===== src/inc/uam_params.svh =====
// Purpose: Offsets, field positions, reset values and widths for the address match block.
// Assumes: Byte-wide registers on an 8-bit special-function address space.
// Notes: Included by the package and the design modules.
`ifndef UAM_PARAMS_SVH
`define UAM_PARAMS_SVH

`define UAM_ADDR_W 8
`define UAM_DATA_W 8
`define UAM_OFF_AUX_CONTROL_ONE 8'hA2
`define UAM_OFF_SERIAL0_OWN_ADDRESS 8'hA9
`define UAM_OFF_SERIAL0_ADDRESS_MASK 8'hB9
`define UAM_OFF_SERIAL1_ADDRESS_MASK 8'hBA
`define UAM_OFF_SERIAL1_OWN_ADDRESS 8'hBB
`define UAM_RST_BYTE 8'h00
`define UAM_AUX_SWRF_BIT 7
`define UAM_AUX_RSTPIN_BIT 6
`define UAM_AUX_HARD_BIT 5
`define UAM_AUX_GF2_BIT 3
`define UAM_AUX_PINSWAP_BIT 2
`define UAM_AUX_DPS_BIT 0
`define UAM_AUX_WMASK 8'hED
`define UAM_CHANNELS 2

`endif


===== src/inc/uam_pkg.sv =====
// Purpose: Types shared by the address match block.
// Assumes: Constants come from the params header.
// Notes: Register selector for the write and read paths.
`include "uam_params.svh"
package uam_pkg;
    typedef logic [`UAM_DATA_W-1:0] uam_byte_type;
    typedef enum logic [2:0] {
        UAM_SEL_NONE = 3'h0,
        UAM_SEL_AUX = 3'h1,
        UAM_SEL_OWN0 = 3'h3,
        UAM_SEL_MASK0 = 3'h2,
        UAM_SEL_MASK1 = 3'h6,
        UAM_SEL_OWN1 = 3'h7
    } uam_sel_type;
endpackage


===== src/rtl/uam_match.sv =====
// Purpose: Given-address comparison for one serial channel.
// Assumes: Mask bit one means the address bit takes part in the comparison.
// Notes: Purely combinational.
`include "uam_params.svh"
module uam_match
    import uam_pkg::*;
(
    // Configuration.
    input wire uam_byte_type ownAddr,
    input wire uam_byte_type addrMask,
    // Received address byte and result.
    input wire uam_byte_type rxAddr,
    output logic isMatch
);
    // Masked bits must agree; zero mask bits are don't-care.
    always_comb begin
        isMatch = (((rxAddr ^ ownAddr) & addrMask) == `UAM_RST_BYTE);
    end
endmodule


===== src/rtl/uam_addr_match_pin_swap.sv =====
// Purpose: Address recognition registers for two serial channels and channel 0 pin exchange.
// Assumes: Register port with one-cycle strobes, read data in the following cycle.
// Notes: Frame logic stays outside; it presents received address bytes here.
//
// Design decision made here: strobed register access.
`include "uam_params.svh"
module uam_addr_match_pin_swap
    import uam_pkg::*;
(
    // Clock and reset.
    input wire logic mclk,
    input wire logic rst_n,
    // Register port.
    input wire logic [`UAM_ADDR_W-1:0] regAddr,
    input wire uam_byte_type regWdata,
    input wire logic regWrite,
    input wire logic regRead,
    output uam_byte_type regRdata,
    // Reset cause inputs, one-cycle pulses from the reset system.
    input wire logic swResetSeen,
    input wire logic pinResetSeen,
    input wire logic hardFaultSeen,
    // Received address bytes from the frame logic.
    input wire uam_byte_type rxAddr0,
    input wire uam_byte_type rxAddr1,
    output logic addrMatch0,
    output logic addrMatch1,
    // Channel 0 serial data on the core side.
    input wire logic txData0,
    output logic rxData0,
    // Port pins P0.7 and P0.6.
    input wire logic pinP07In,
    input wire logic pinP06In,
    output logic pinP07Out,
    output logic pinP07Oe,
    output logic pinP06Out,
    output logic pinP06Oe,
    // Channel 0 pin exchange state.
    output logic serial0PinSwap
);
    // Stored register state outside the per-channel blocks.
    uam_byte_type regRdata_r;
    logic swResetFlag_r;
    logic pinResetFlag_r;
    logic hardFaultFlag_r;
    logic generalFlag_r;
    logic pinSwap_r;
    logic dataPtrSel_r;

    // Decoded access and next values.
    uam_sel_type sel;
    logic auxWrite;
    logic [`UAM_CHANNELS-1:0] ownWrite;
    logic [`UAM_CHANNELS-1:0] maskWrite;
    uam_byte_type auxWdata;
    uam_byte_type auxReadValue;
    uam_byte_type regRdata_nxt;

    // Per-channel views of the address registers and comparators.
    wire uam_byte_type ownAddr [`UAM_CHANNELS];
    wire uam_byte_type addrMask [`UAM_CHANNELS];
    wire uam_byte_type rxAddr [`UAM_CHANNELS];
    wire logic [`UAM_CHANNELS-1:0] match;

    // Decodes the register address.
    // Unmapped offsets select nothing, so writes drop and reads return zero.
    always_comb begin
        unique case (regAddr)
            `UAM_OFF_AUX_CONTROL_ONE: begin
                sel = UAM_SEL_AUX;
            end
            `UAM_OFF_SERIAL0_OWN_ADDRESS: begin
                sel = UAM_SEL_OWN0;
            end
            `UAM_OFF_SERIAL0_ADDRESS_MASK: begin
                sel = UAM_SEL_MASK0;
            end
            `UAM_OFF_SERIAL1_ADDRESS_MASK: begin
                sel = UAM_SEL_MASK1;
            end
            `UAM_OFF_SERIAL1_OWN_ADDRESS: begin
                sel = UAM_SEL_OWN1;
            end
            default: begin
                sel = UAM_SEL_NONE;
            end
        endcase
    end

    // Turns the selector into one write enable per register.
    always_comb begin
        auxWrite = 1'b0;
        ownWrite = '0;
        maskWrite = '0;
        if (regWrite) begin
            unique case (sel)
                UAM_SEL_AUX: begin
                    auxWrite = 1'b1;
                end
                UAM_SEL_OWN0: begin
                    ownWrite[0] = 1'b1;
                end
                UAM_SEL_MASK0: begin
                    maskWrite[0] = 1'b1;
                end
                UAM_SEL_OWN1: begin
                    ownWrite[1] = 1'b1;
                end
                UAM_SEL_MASK1: begin
                    maskWrite[1] = 1'b1;
                end
                UAM_SEL_NONE: begin
                    auxWrite = 1'b0;
                end
            endcase
        end
    end

    // Bits 4 and 1 of the auxiliary register are not writable.
    assign auxWdata = regWdata & `UAM_AUX_WMASK;

    // One register pair and one comparator per channel.
    for (genvar ch = 0; ch < `UAM_CHANNELS; ch++) begin : gChannel
        uam_byte_type ownAddr_r;
        uam_byte_type addrMask_r;

        // Own address of this channel.
        always_ff @(posedge mclk or negedge rst_n) begin
            if (!rst_n) begin
                ownAddr_r <= `UAM_RST_BYTE;
            end else if (ownWrite[ch]) begin
                ownAddr_r <= regWdata;
            end
        end

        // Address mask of this channel; zero bits are don't-care.
        always_ff @(posedge mclk or negedge rst_n) begin
            if (!rst_n) begin
                addrMask_r <= `UAM_RST_BYTE;
            end else if (maskWrite[ch]) begin
                addrMask_r <= regWdata;
            end
        end

        assign ownAddr[ch] = ownAddr_r;
        assign addrMask[ch] = addrMask_r;

        // A reset mask of zero makes every address byte match.
        uam_match uMatch (
            .ownAddr(ownAddr_r),
            .addrMask(addrMask_r),
            .rxAddr(rxAddr[ch]),
            .isMatch(match[ch])
        );
    end

    // Received address bytes come from the frame logic of each channel.
    assign rxAddr[0] = rxAddr0;
    assign rxAddr[1] = rxAddr1;

    assign addrMatch0 = match[0];
    assign addrMatch1 = match[1];

    // Software reset flag: set by hardware, writable by software; a set beats a clear.
    always_ff @(posedge mclk or negedge rst_n) begin
        if (!rst_n) begin
            swResetFlag_r <= 1'b0;
        end else if (swResetSeen) begin
            swResetFlag_r <= 1'b1;
        end else if (auxWrite) begin
            swResetFlag_r <= auxWdata[`UAM_AUX_SWRF_BIT];
        end
    end

    // Pin reset flag: set by hardware, writable by software; a set beats a clear.
    always_ff @(posedge mclk or negedge rst_n) begin
        if (!rst_n) begin
            pinResetFlag_r <= 1'b0;
        end else if (pinResetSeen) begin
            pinResetFlag_r <= 1'b1;
        end else if (auxWrite) begin
            pinResetFlag_r <= auxWdata[`UAM_AUX_RSTPIN_BIT];
        end
    end

    // Hard fault flag: set by hardware, writable by software; a set beats a clear.
    always_ff @(posedge mclk or negedge rst_n) begin
        if (!rst_n) begin
            hardFaultFlag_r <= 1'b0;
        end else if (hardFaultSeen) begin
            hardFaultFlag_r <= 1'b1;
        end else if (auxWrite) begin
            hardFaultFlag_r <= auxWdata[`UAM_AUX_HARD_BIT];
        end
    end

    // General-purpose flag, software only.
    always_ff @(posedge mclk or negedge rst_n) begin
        if (!rst_n) begin
            generalFlag_r <= 1'b0;
        end else if (auxWrite) begin
            generalFlag_r <= auxWdata[`UAM_AUX_GF2_BIT];
        end
    end

    // Channel 0 pin exchange control, software only.
    always_ff @(posedge mclk or negedge rst_n) begin
        if (!rst_n) begin
            pinSwap_r <= 1'b0;
        end else if (auxWrite) begin
            pinSwap_r <= auxWdata[`UAM_AUX_PINSWAP_BIT];
        end
    end

    // Data pointer select, software only.
    always_ff @(posedge mclk or negedge rst_n) begin
        if (!rst_n) begin
            dataPtrSel_r <= 1'b0;
        end else if (auxWrite) begin
            dataPtrSel_r <= auxWdata[`UAM_AUX_DPS_BIT];
        end
    end

    // Assembles the auxiliary register; unused bits read zero.
    always_comb begin
        auxReadValue = `UAM_RST_BYTE;
        auxReadValue[`UAM_AUX_SWRF_BIT] = swResetFlag_r;
        auxReadValue[`UAM_AUX_RSTPIN_BIT] = pinResetFlag_r;
        auxReadValue[`UAM_AUX_HARD_BIT] = hardFaultFlag_r;
        auxReadValue[`UAM_AUX_GF2_BIT] = generalFlag_r;
        auxReadValue[`UAM_AUX_PINSWAP_BIT] = pinSwap_r;
        auxReadValue[`UAM_AUX_DPS_BIT] = dataPtrSel_r;
    end

    // Selects the read value; zero when no read is asked for.
    always_comb begin
        regRdata_nxt = `UAM_RST_BYTE;
        if (regRead) begin
            unique case (sel)
                UAM_SEL_AUX: begin
                    regRdata_nxt = auxReadValue;
                end
                UAM_SEL_OWN0: begin
                    regRdata_nxt = ownAddr[0];
                end
                UAM_SEL_MASK0: begin
                    regRdata_nxt = addrMask[0];
                end
                UAM_SEL_MASK1: begin
                    regRdata_nxt = addrMask[1];
                end
                UAM_SEL_OWN1: begin
                    regRdata_nxt = ownAddr[1];
                end
                UAM_SEL_NONE: begin
                    regRdata_nxt = `UAM_RST_BYTE;
                end
            endcase
        end
    end

    // Read data stands in the cycle after the read strobe only.
    always_ff @(posedge mclk or negedge rst_n) begin
        if (!rst_n) begin
            regRdata_r <= `UAM_RST_BYTE;
        end else begin
            regRdata_r <= regRdata_nxt;
        end
    end

    assign regRdata = regRdata_r;

    // Pin routing follows the swap bit combinationally, with no wait for a frame end.
    // Changing it in the middle of a character corrupts that character.
    assign serial0PinSwap = pinSwap_r;

    // Both pins carry the transmit bit; the output enable picks the driving pin.
    always_comb begin
        pinP06Out = txData0;
        pinP07Out = txData0;
        if (serial0PinSwap) begin
            rxData0 = pinP06In;
            pinP06Oe = 1'b0;
            pinP07Oe = 1'b1;
        end else begin
            rxData0 = pinP07In;
            pinP06Oe = 1'b1;
            pinP07Oe = 1'b0;
        end
    end
endmodule


===== config.mk =====
export PLATFORM = sky130hd
export DESIGN_NAME = uam_addr_match_pin_swap
export DESIGN_NICKNAME = d
export VERILOG_FILES = /design/src/inc/uam_pkg.sv /design/src/rtl/uam_match.sv /design/src/rtl/uam_addr_match_pin_swap.sv
export VERILOG_INCLUDE_DIRS = /design/src /design/src/inc
export SDC_FILE = /design/constraint.sdc
export NUM_CORES = 1
export LEC_CHECK = 0
export BUFFER_PORTS_ARGS = -buffer_cell sky130_fd_sc_hd__buf_2
export CAP_MARGIN = 25
export CORE_MARGIN = 4
export CORE_UTILIZATION = 59
export CTS_BUF_LIST = sky130_fd_sc_hd__clkbuf_4
export DETAILED_ROUTE_END_ITERATION = 10
export GPL_TIMING_DRIVEN = 0
export PLACE_DENSITY = 0.89
export SETUP_SLACK_MARGIN = 0.02
export SLEW_MARGIN = 20
export SYNTH_ARGS = -nofsm -noshare
export SYNTH_HDL_FRONTEND = slang
export SYNTH_HIERARCHICAL = 1
export SYNTH_SLANG_ARGS = --single-unit

===== constraint.sdc =====
create_clock -name mclk -period 2.33 [get_ports mclk]
set_input_delay 0.3495 -clock mclk [delete_from_list [all_inputs] [get_ports mclk]]
set_output_delay 0.3495 -clock mclk [all_outputs]
set_load 0.05 [all_outputs]

**Word-level counts from Yosys, hierarchy flattened**

Index checks and enable logic that the tools add are counted.

- Register bits after elaboration: 46
- Logic and storage cells: 51

- Equality and inequality tests: 10
- Mux-type cells: 20
- Bitwise logic cells: 4
- Reductions and logical operators: 6

Operator list:

| cell | number |
|---|---|
| 8-bit case mux with 6 select lines | 1 |
| 8-bit equality test (second input constant) | 5 |
| 8-bit bitwise AND | 2 |
| 8-bit logical NOT | 2 |
| 8-bit bitwise XOR | 2 |
| 1-bit 2-to-1 mux | 15 |
| 3-bit case mux with 5 select lines | 1 |
| 8-bit 2-to-1 mux | 1 |
| 3-bit by 2-bit equality test with 1-bit output (second input constant) | 2 |
| 3-bit equality test (second input constant) | 2 |
| 2-bit nonzero test | 3 |
| 2-bit 2-to-1 mux | 2 |
| 3-bit by 1-bit equality test with 1-bit output (second input constant) | 1 |
| 3-bit logical NOT | 1 |

**Longest topological paths before layout**

- Depth after elaboration: 7
- Mapped depth: 5
- Depth with buffers taken out: 4

**Hierarchy**

The synthesis kept the hierarchy.

Modules (own cells, without submodules):

| module | instances | cells an instance | area each (µm²) |
|---|---|---|---|
| uam_addr_match_pin_swap | 1 | 161 | 2162.1 |
| uam_match | 2 | 13 | 108.9 |

**Worst setup path before layout**

OpenSTA, ideal clock, no wires.

- Path kind: flip-flop to output port
- Start point: register gChannel[1].ownAddr_r[6]
- End point: output addrMatch1
- Data arrival time: 1.197 ns
- Data required time: 1.980 ns
- Path slack: 0.783 ns
- Stages on the path, launching flop included: 4
- Buffers on the path: 0
- Cell sequence: dfrtp_1 xor2_1 a22oi_1 and4_1

- Word-level cells in the longest chain between the ends: 3

Ends and longest elaborated chain:

| what | line | source |
|---|---|---|
| start, declared | uam_addr_match_pin_swap.sv:124 | `uam_byte_type ownAddr_r;` |
| start signal, assigned | uam_addr_match_pin_swap.sv:130 | `` ownAddr_r <= `UAM_RST_BYTE; `` |
| start signal, assigned | uam_addr_match_pin_swap.sv:132 | `ownAddr_r <= regWdata;` |
| 8-bit bitwise XOR | uam_match.sv:17 | `` isMatch = (((rxAddr ^ ownAddr) & addrMask) == `UAM_RST_BYTE); `` |
| 8-bit bitwise AND | uam_match.sv:17 |  |
| 8-bit logical NOT (no source line) | -- |  |
| end, declared | uam_addr_match_pin_swap.sv:27 | `output logic addrMatch1,` |

No other way between the ends.

**Worst setup path in the final report**

Same ends and word-level chain as after synthesis.

==> tab_implementation.tex <==
\begin{tabular}{lr}
\hline
Metric & Value \\
\hline
\multicolumn{2}{l}{\textbf{Power}} \\
Worst VDD drop & 0.000583 V \\
Cell Pwr Density & just under 600 mW/mm2 \\
Cell leakage power & about 1.4 nW \\
\multicolumn{2}{l}{\textbf{Finish}} \\
Number of nets in the finished design & 291 \\
Most used cells in the layout excluding fill and tap cells & 56 x buf\_2, 46 x dfrtp\_1, 41 x mux2\_2 \\
Fill cell instance count of the final layout & 246 \\
Number of inserted diodes & 0 \\
Footprint of the multi-input gates & between 0.001 and 0.0015 mm2 \\
Sequential cell area in the final layout & $\sim$0.0012 mm2 \\
Most common cell after layout, fill and taps aside & buf\_2 \\
Final core utilization & 0.748 \\
Fraction of layout cells with a size suffix above 1 & 0.472 \\
Layout overhead on the synthesized area & 18.5\% \\
\multicolumn{2}{l}{\textbf{Setup path}} \\
Crit Path Category & reg2out \\
Maximum fanout along the worst path & 3 \\
Logic depth of the worst register-to-register path & 3 \\
CP startpoint kind & flip-flop \\
Endpoint required time on the critical path & around 2.0 ns \\
Endpoint class of the critical path & primary output \\
Crit path DAT & roughly 1.7 ns \\
\multicolumn{2}{l}{\textbf{Synthesis}} \\
Post-synthesis instance area & $\sim$0.0024 mm2 \\
Avg Inst Size Synth & about 13 um2 \\
Fraction of registers with async set or reset after synthesis & 1.00 \\
Number of nets produced by synthesis & between 200 and 250 \\
Mapped Cells & 187 \\
Main flop type after synthesis & dfrtp\_1 \\
Sequential share of the synthesized area & 0.484 \\
Post-synth EDFFs & 0 \\
Flop and latch count out of synthesis & 46 \\
Count of distinct cell types in the synthesized netlist & 33 \\
Warnings from Yosys & 6 \\
\multicolumn{2}{l}{\textbf{GRT}} \\
Largest net degree at the start of global routing & 47 \\
Vias in the first global route & around 1800 \\
Total global routing overflow & 0 \\
Initial antenna violation count & 0 \\
First-pass GRT wire length & $\sim$8800 um \\
Overall Global Routing Usage & 0.230 \\
\multicolumn{2}{l}{\textbf{Route}} \\
Starting DRC count in detailed routing & 140 \\
Number of detailed-routing iterations run before antenna repair & 5 \\
Post-DRT Antenna Nets & 0 \\
Via count of the routed design & between 1500 and 2000 \\
Via-per-instance ratio & 5.98 \\
DRC errors left & 0 \\
Detail-routed net length per standard cell & 18.4 um \\
Total detailed-routing wirelength & 5500 um \\
\multicolumn{2}{l}{\textbf{Clocking}} \\
CTS tree & built \\
Deepest clock path buffer count & 2 \\
Clock sink total & 46 \\
Clk slew on worst S/H paths & 0.13 ns \\
CTS H-tree lvls & 2 \\
Hold bufs inserted after CTS & 0 \\
Buffer type at the clock tree root & clkbuf\_4 \\
Cts repair resizes & 0 \\
Buffers inserted during post-CTS setup optimization & 0 \\
Clock buffers created by TritonCTS & 5 \\
Clock latency of the later-clocked register in the worst-skew pair & between 0.3 and 0.4 ns \\
\multicolumn{2}{l}{\textbf{Worst hold path}} \\
Worst min-delay path class & in2async \\
\multicolumn{2}{l}{\textbf{STA}} \\
Maximum clock frequency & between 0.4 and 0.5 GHz \\
Headroom to the max-slew limit & 0.624 \\
Setup TNS after final layout & 0 ns \\
Final worst-path cycle share & 0.899 \\
Fin Clk Skew & 0.00523 ns \\
Final number of hold-violating endpoints & 46 \\
Count of pins over their slew limit & 0 \\
\# setup viols final & 0 \\
Measured slew at the worst slew-check pin & roughly 0.56 ns \\
Shortest clock period the worst path allows after layout & 2.09 ns \\
Setup repair after global routing missed its margin & no \\
Worst slack on hold paths & -0.0439 ns \\
\multicolumn{2}{l}{\textbf{Placement}} \\
IO buf count & 55 \\
DP Wirelength & between 4000 and 5000 um \\
Final RePlAce weighted congestion & roughly 0.8 \\
\multicolumn{2}{l}{\textbf{Floorplan}} \\
\# IOs & 58 \\
Core Area & between 0.003 and 0.004 mm2 \\
Width of the chip & between 70 and 80 um \\
Die area & slightly above 0.005 mm2 \\
Number of rows in the core area & 22 \\
Vertical extent of the die & approximately 72 um \\
Effective utilization at floorplan & 0.631 \\
\multicolumn{2}{l}{\textbf{Job}} \\
Max-cap violations & 0 \\
\multicolumn{2}{l}{\textbf{Outcome}} \\
Violations in the final reports & negative hold slack \\
Run status & finished with violations \\
\hline
\end{tabular}
through the flow:
step	instances	instance area, um2	setup WS [ns]	total power, W
floorplan	187	2380	0.783	0.00100
global placement	290	2720	0.463	0.00109
detailed placement	290	2720	0.389	0.00110
CTS	298	2820	0.244	0.00168
global route	298	2820	0.168	0.00173
finish	298	2820	0.236	0.00168
power breakdown:
group | switching, W | total (W) | internal, W
logic | 0.000139 | 0.000236 | 0.0000969
registers | 0.0000256 | 0.000853 | 0.000827
clock network | 0.000257 | 0.000588 | 0.000331
kinds of logic (layout without fill, tap and decap cells):
family	count (synthesis)	count (layout)	share of synthesized area
simple gates	39	39	0.123
mux	51	51	0.237
compound gates	26	26	0.0762
xor+xnor	16	16	0.0589
buf+inv	9	72	0.0216
flops	46	46	0.484
area by class of cell:
cell class,instances,share of cell area
Clock buffer,5,0.0133
Tap cell,48,0.0213
Timing Repair Buffer,55,0.0985
Buffer,7,0.0155
Multi-Input combinational cell,132,0.418
Sequential cell,46,0.408
Inverter,2,0.00266
Clock inverter,3,0.0226
synthesized netlist by cell type, types with 2 or more instances:
| cell type | count | share of area |
|---|---|---|
| nand3_1 | 2 | 0.0042 |
| nor3_4 | 2 | 0.014 |
| nand3b_1 | 2 | 0.0063 |
| a211oi_1 | 6 | 0.019 |
| nand3_2 | 2 | 0.0084 |
| mux2i_1 | 9 | 0.038 |
| xor2_1 | 16 | 0.059 |
| and4_1 | 2 | 0.0074 |
| a211o_1 | 3 | 0.011 |
| nand2_1 | 2 | 0.0032 |
| mux2_2 | 41 | 0.19 |
| buf_4 | 4 | 0.013 |
| dfrtp_1 | 46 | 0.48 |
| nor3_1 | 6 | 0.013 |
| a22oi_1 | 8 | 0.025 |
| buf_2 | 2 | 0.0042 |
| o21ai_0 | 6 | 0.013 |
| inv_1 | 2 | 0.0032 |
| and3_1 | 4 | 0.011 |
| nor2_1 | 9 | 0.014 |
metal layers:
layer / vias to the layer above / share of wire / GRT usage
met1: 885 / 0.40 / 0.283
met4: 0 / 0.015 / 0.0981
li1: 818 / - / -
met2: 71 / 0.52 / 0.393
met3: 9 / 0.066 / 0.0449
met5: - / 0 / 0
worst max-delay path: stages, from the launching register on:
cell	delay, ns
dfrtp_1	0.43
xor2_1	0.17
a22oi_1	0.28
and4_1	0.24
buf_2	0.26
final timing paths:
path	start	endpoint	slack (ns)
max	gChannel[1].ownAddr_r[6]	addrMatch1	0.24
min	rst_n	gChannel[0].addrMask_r[2]	-0.04
max reg2reg	gChannel[0].ownAddr_r[0]	regRdata[0]	1.18
min reg2reg	pinResetFlag_r	pinResetFlag_r	0.51
max in group asynchronous	rst_n	swResetFlag_r	1.99
min in group mclk	pinResetSeen	pinResetFlag_r	0.16
sequential cells by signal, summed over array words and instances (netlist names):
| register | count |
|---|---|
| serial0PinSwap | 1 |
| swResetFlag_r | 1 |
| gChannel.addrMask_r | 16 |
| regRdata | 8 |
| generalFlag_r | 1 |
| pinResetFlag_r | 1 |
| dataPtrSel_r | 1 |
| hardFaultFlag_r | 1 |
| gChannel.ownAddr_r | 16 |
No activity file was read; power rests on OpenSTA's default activity.
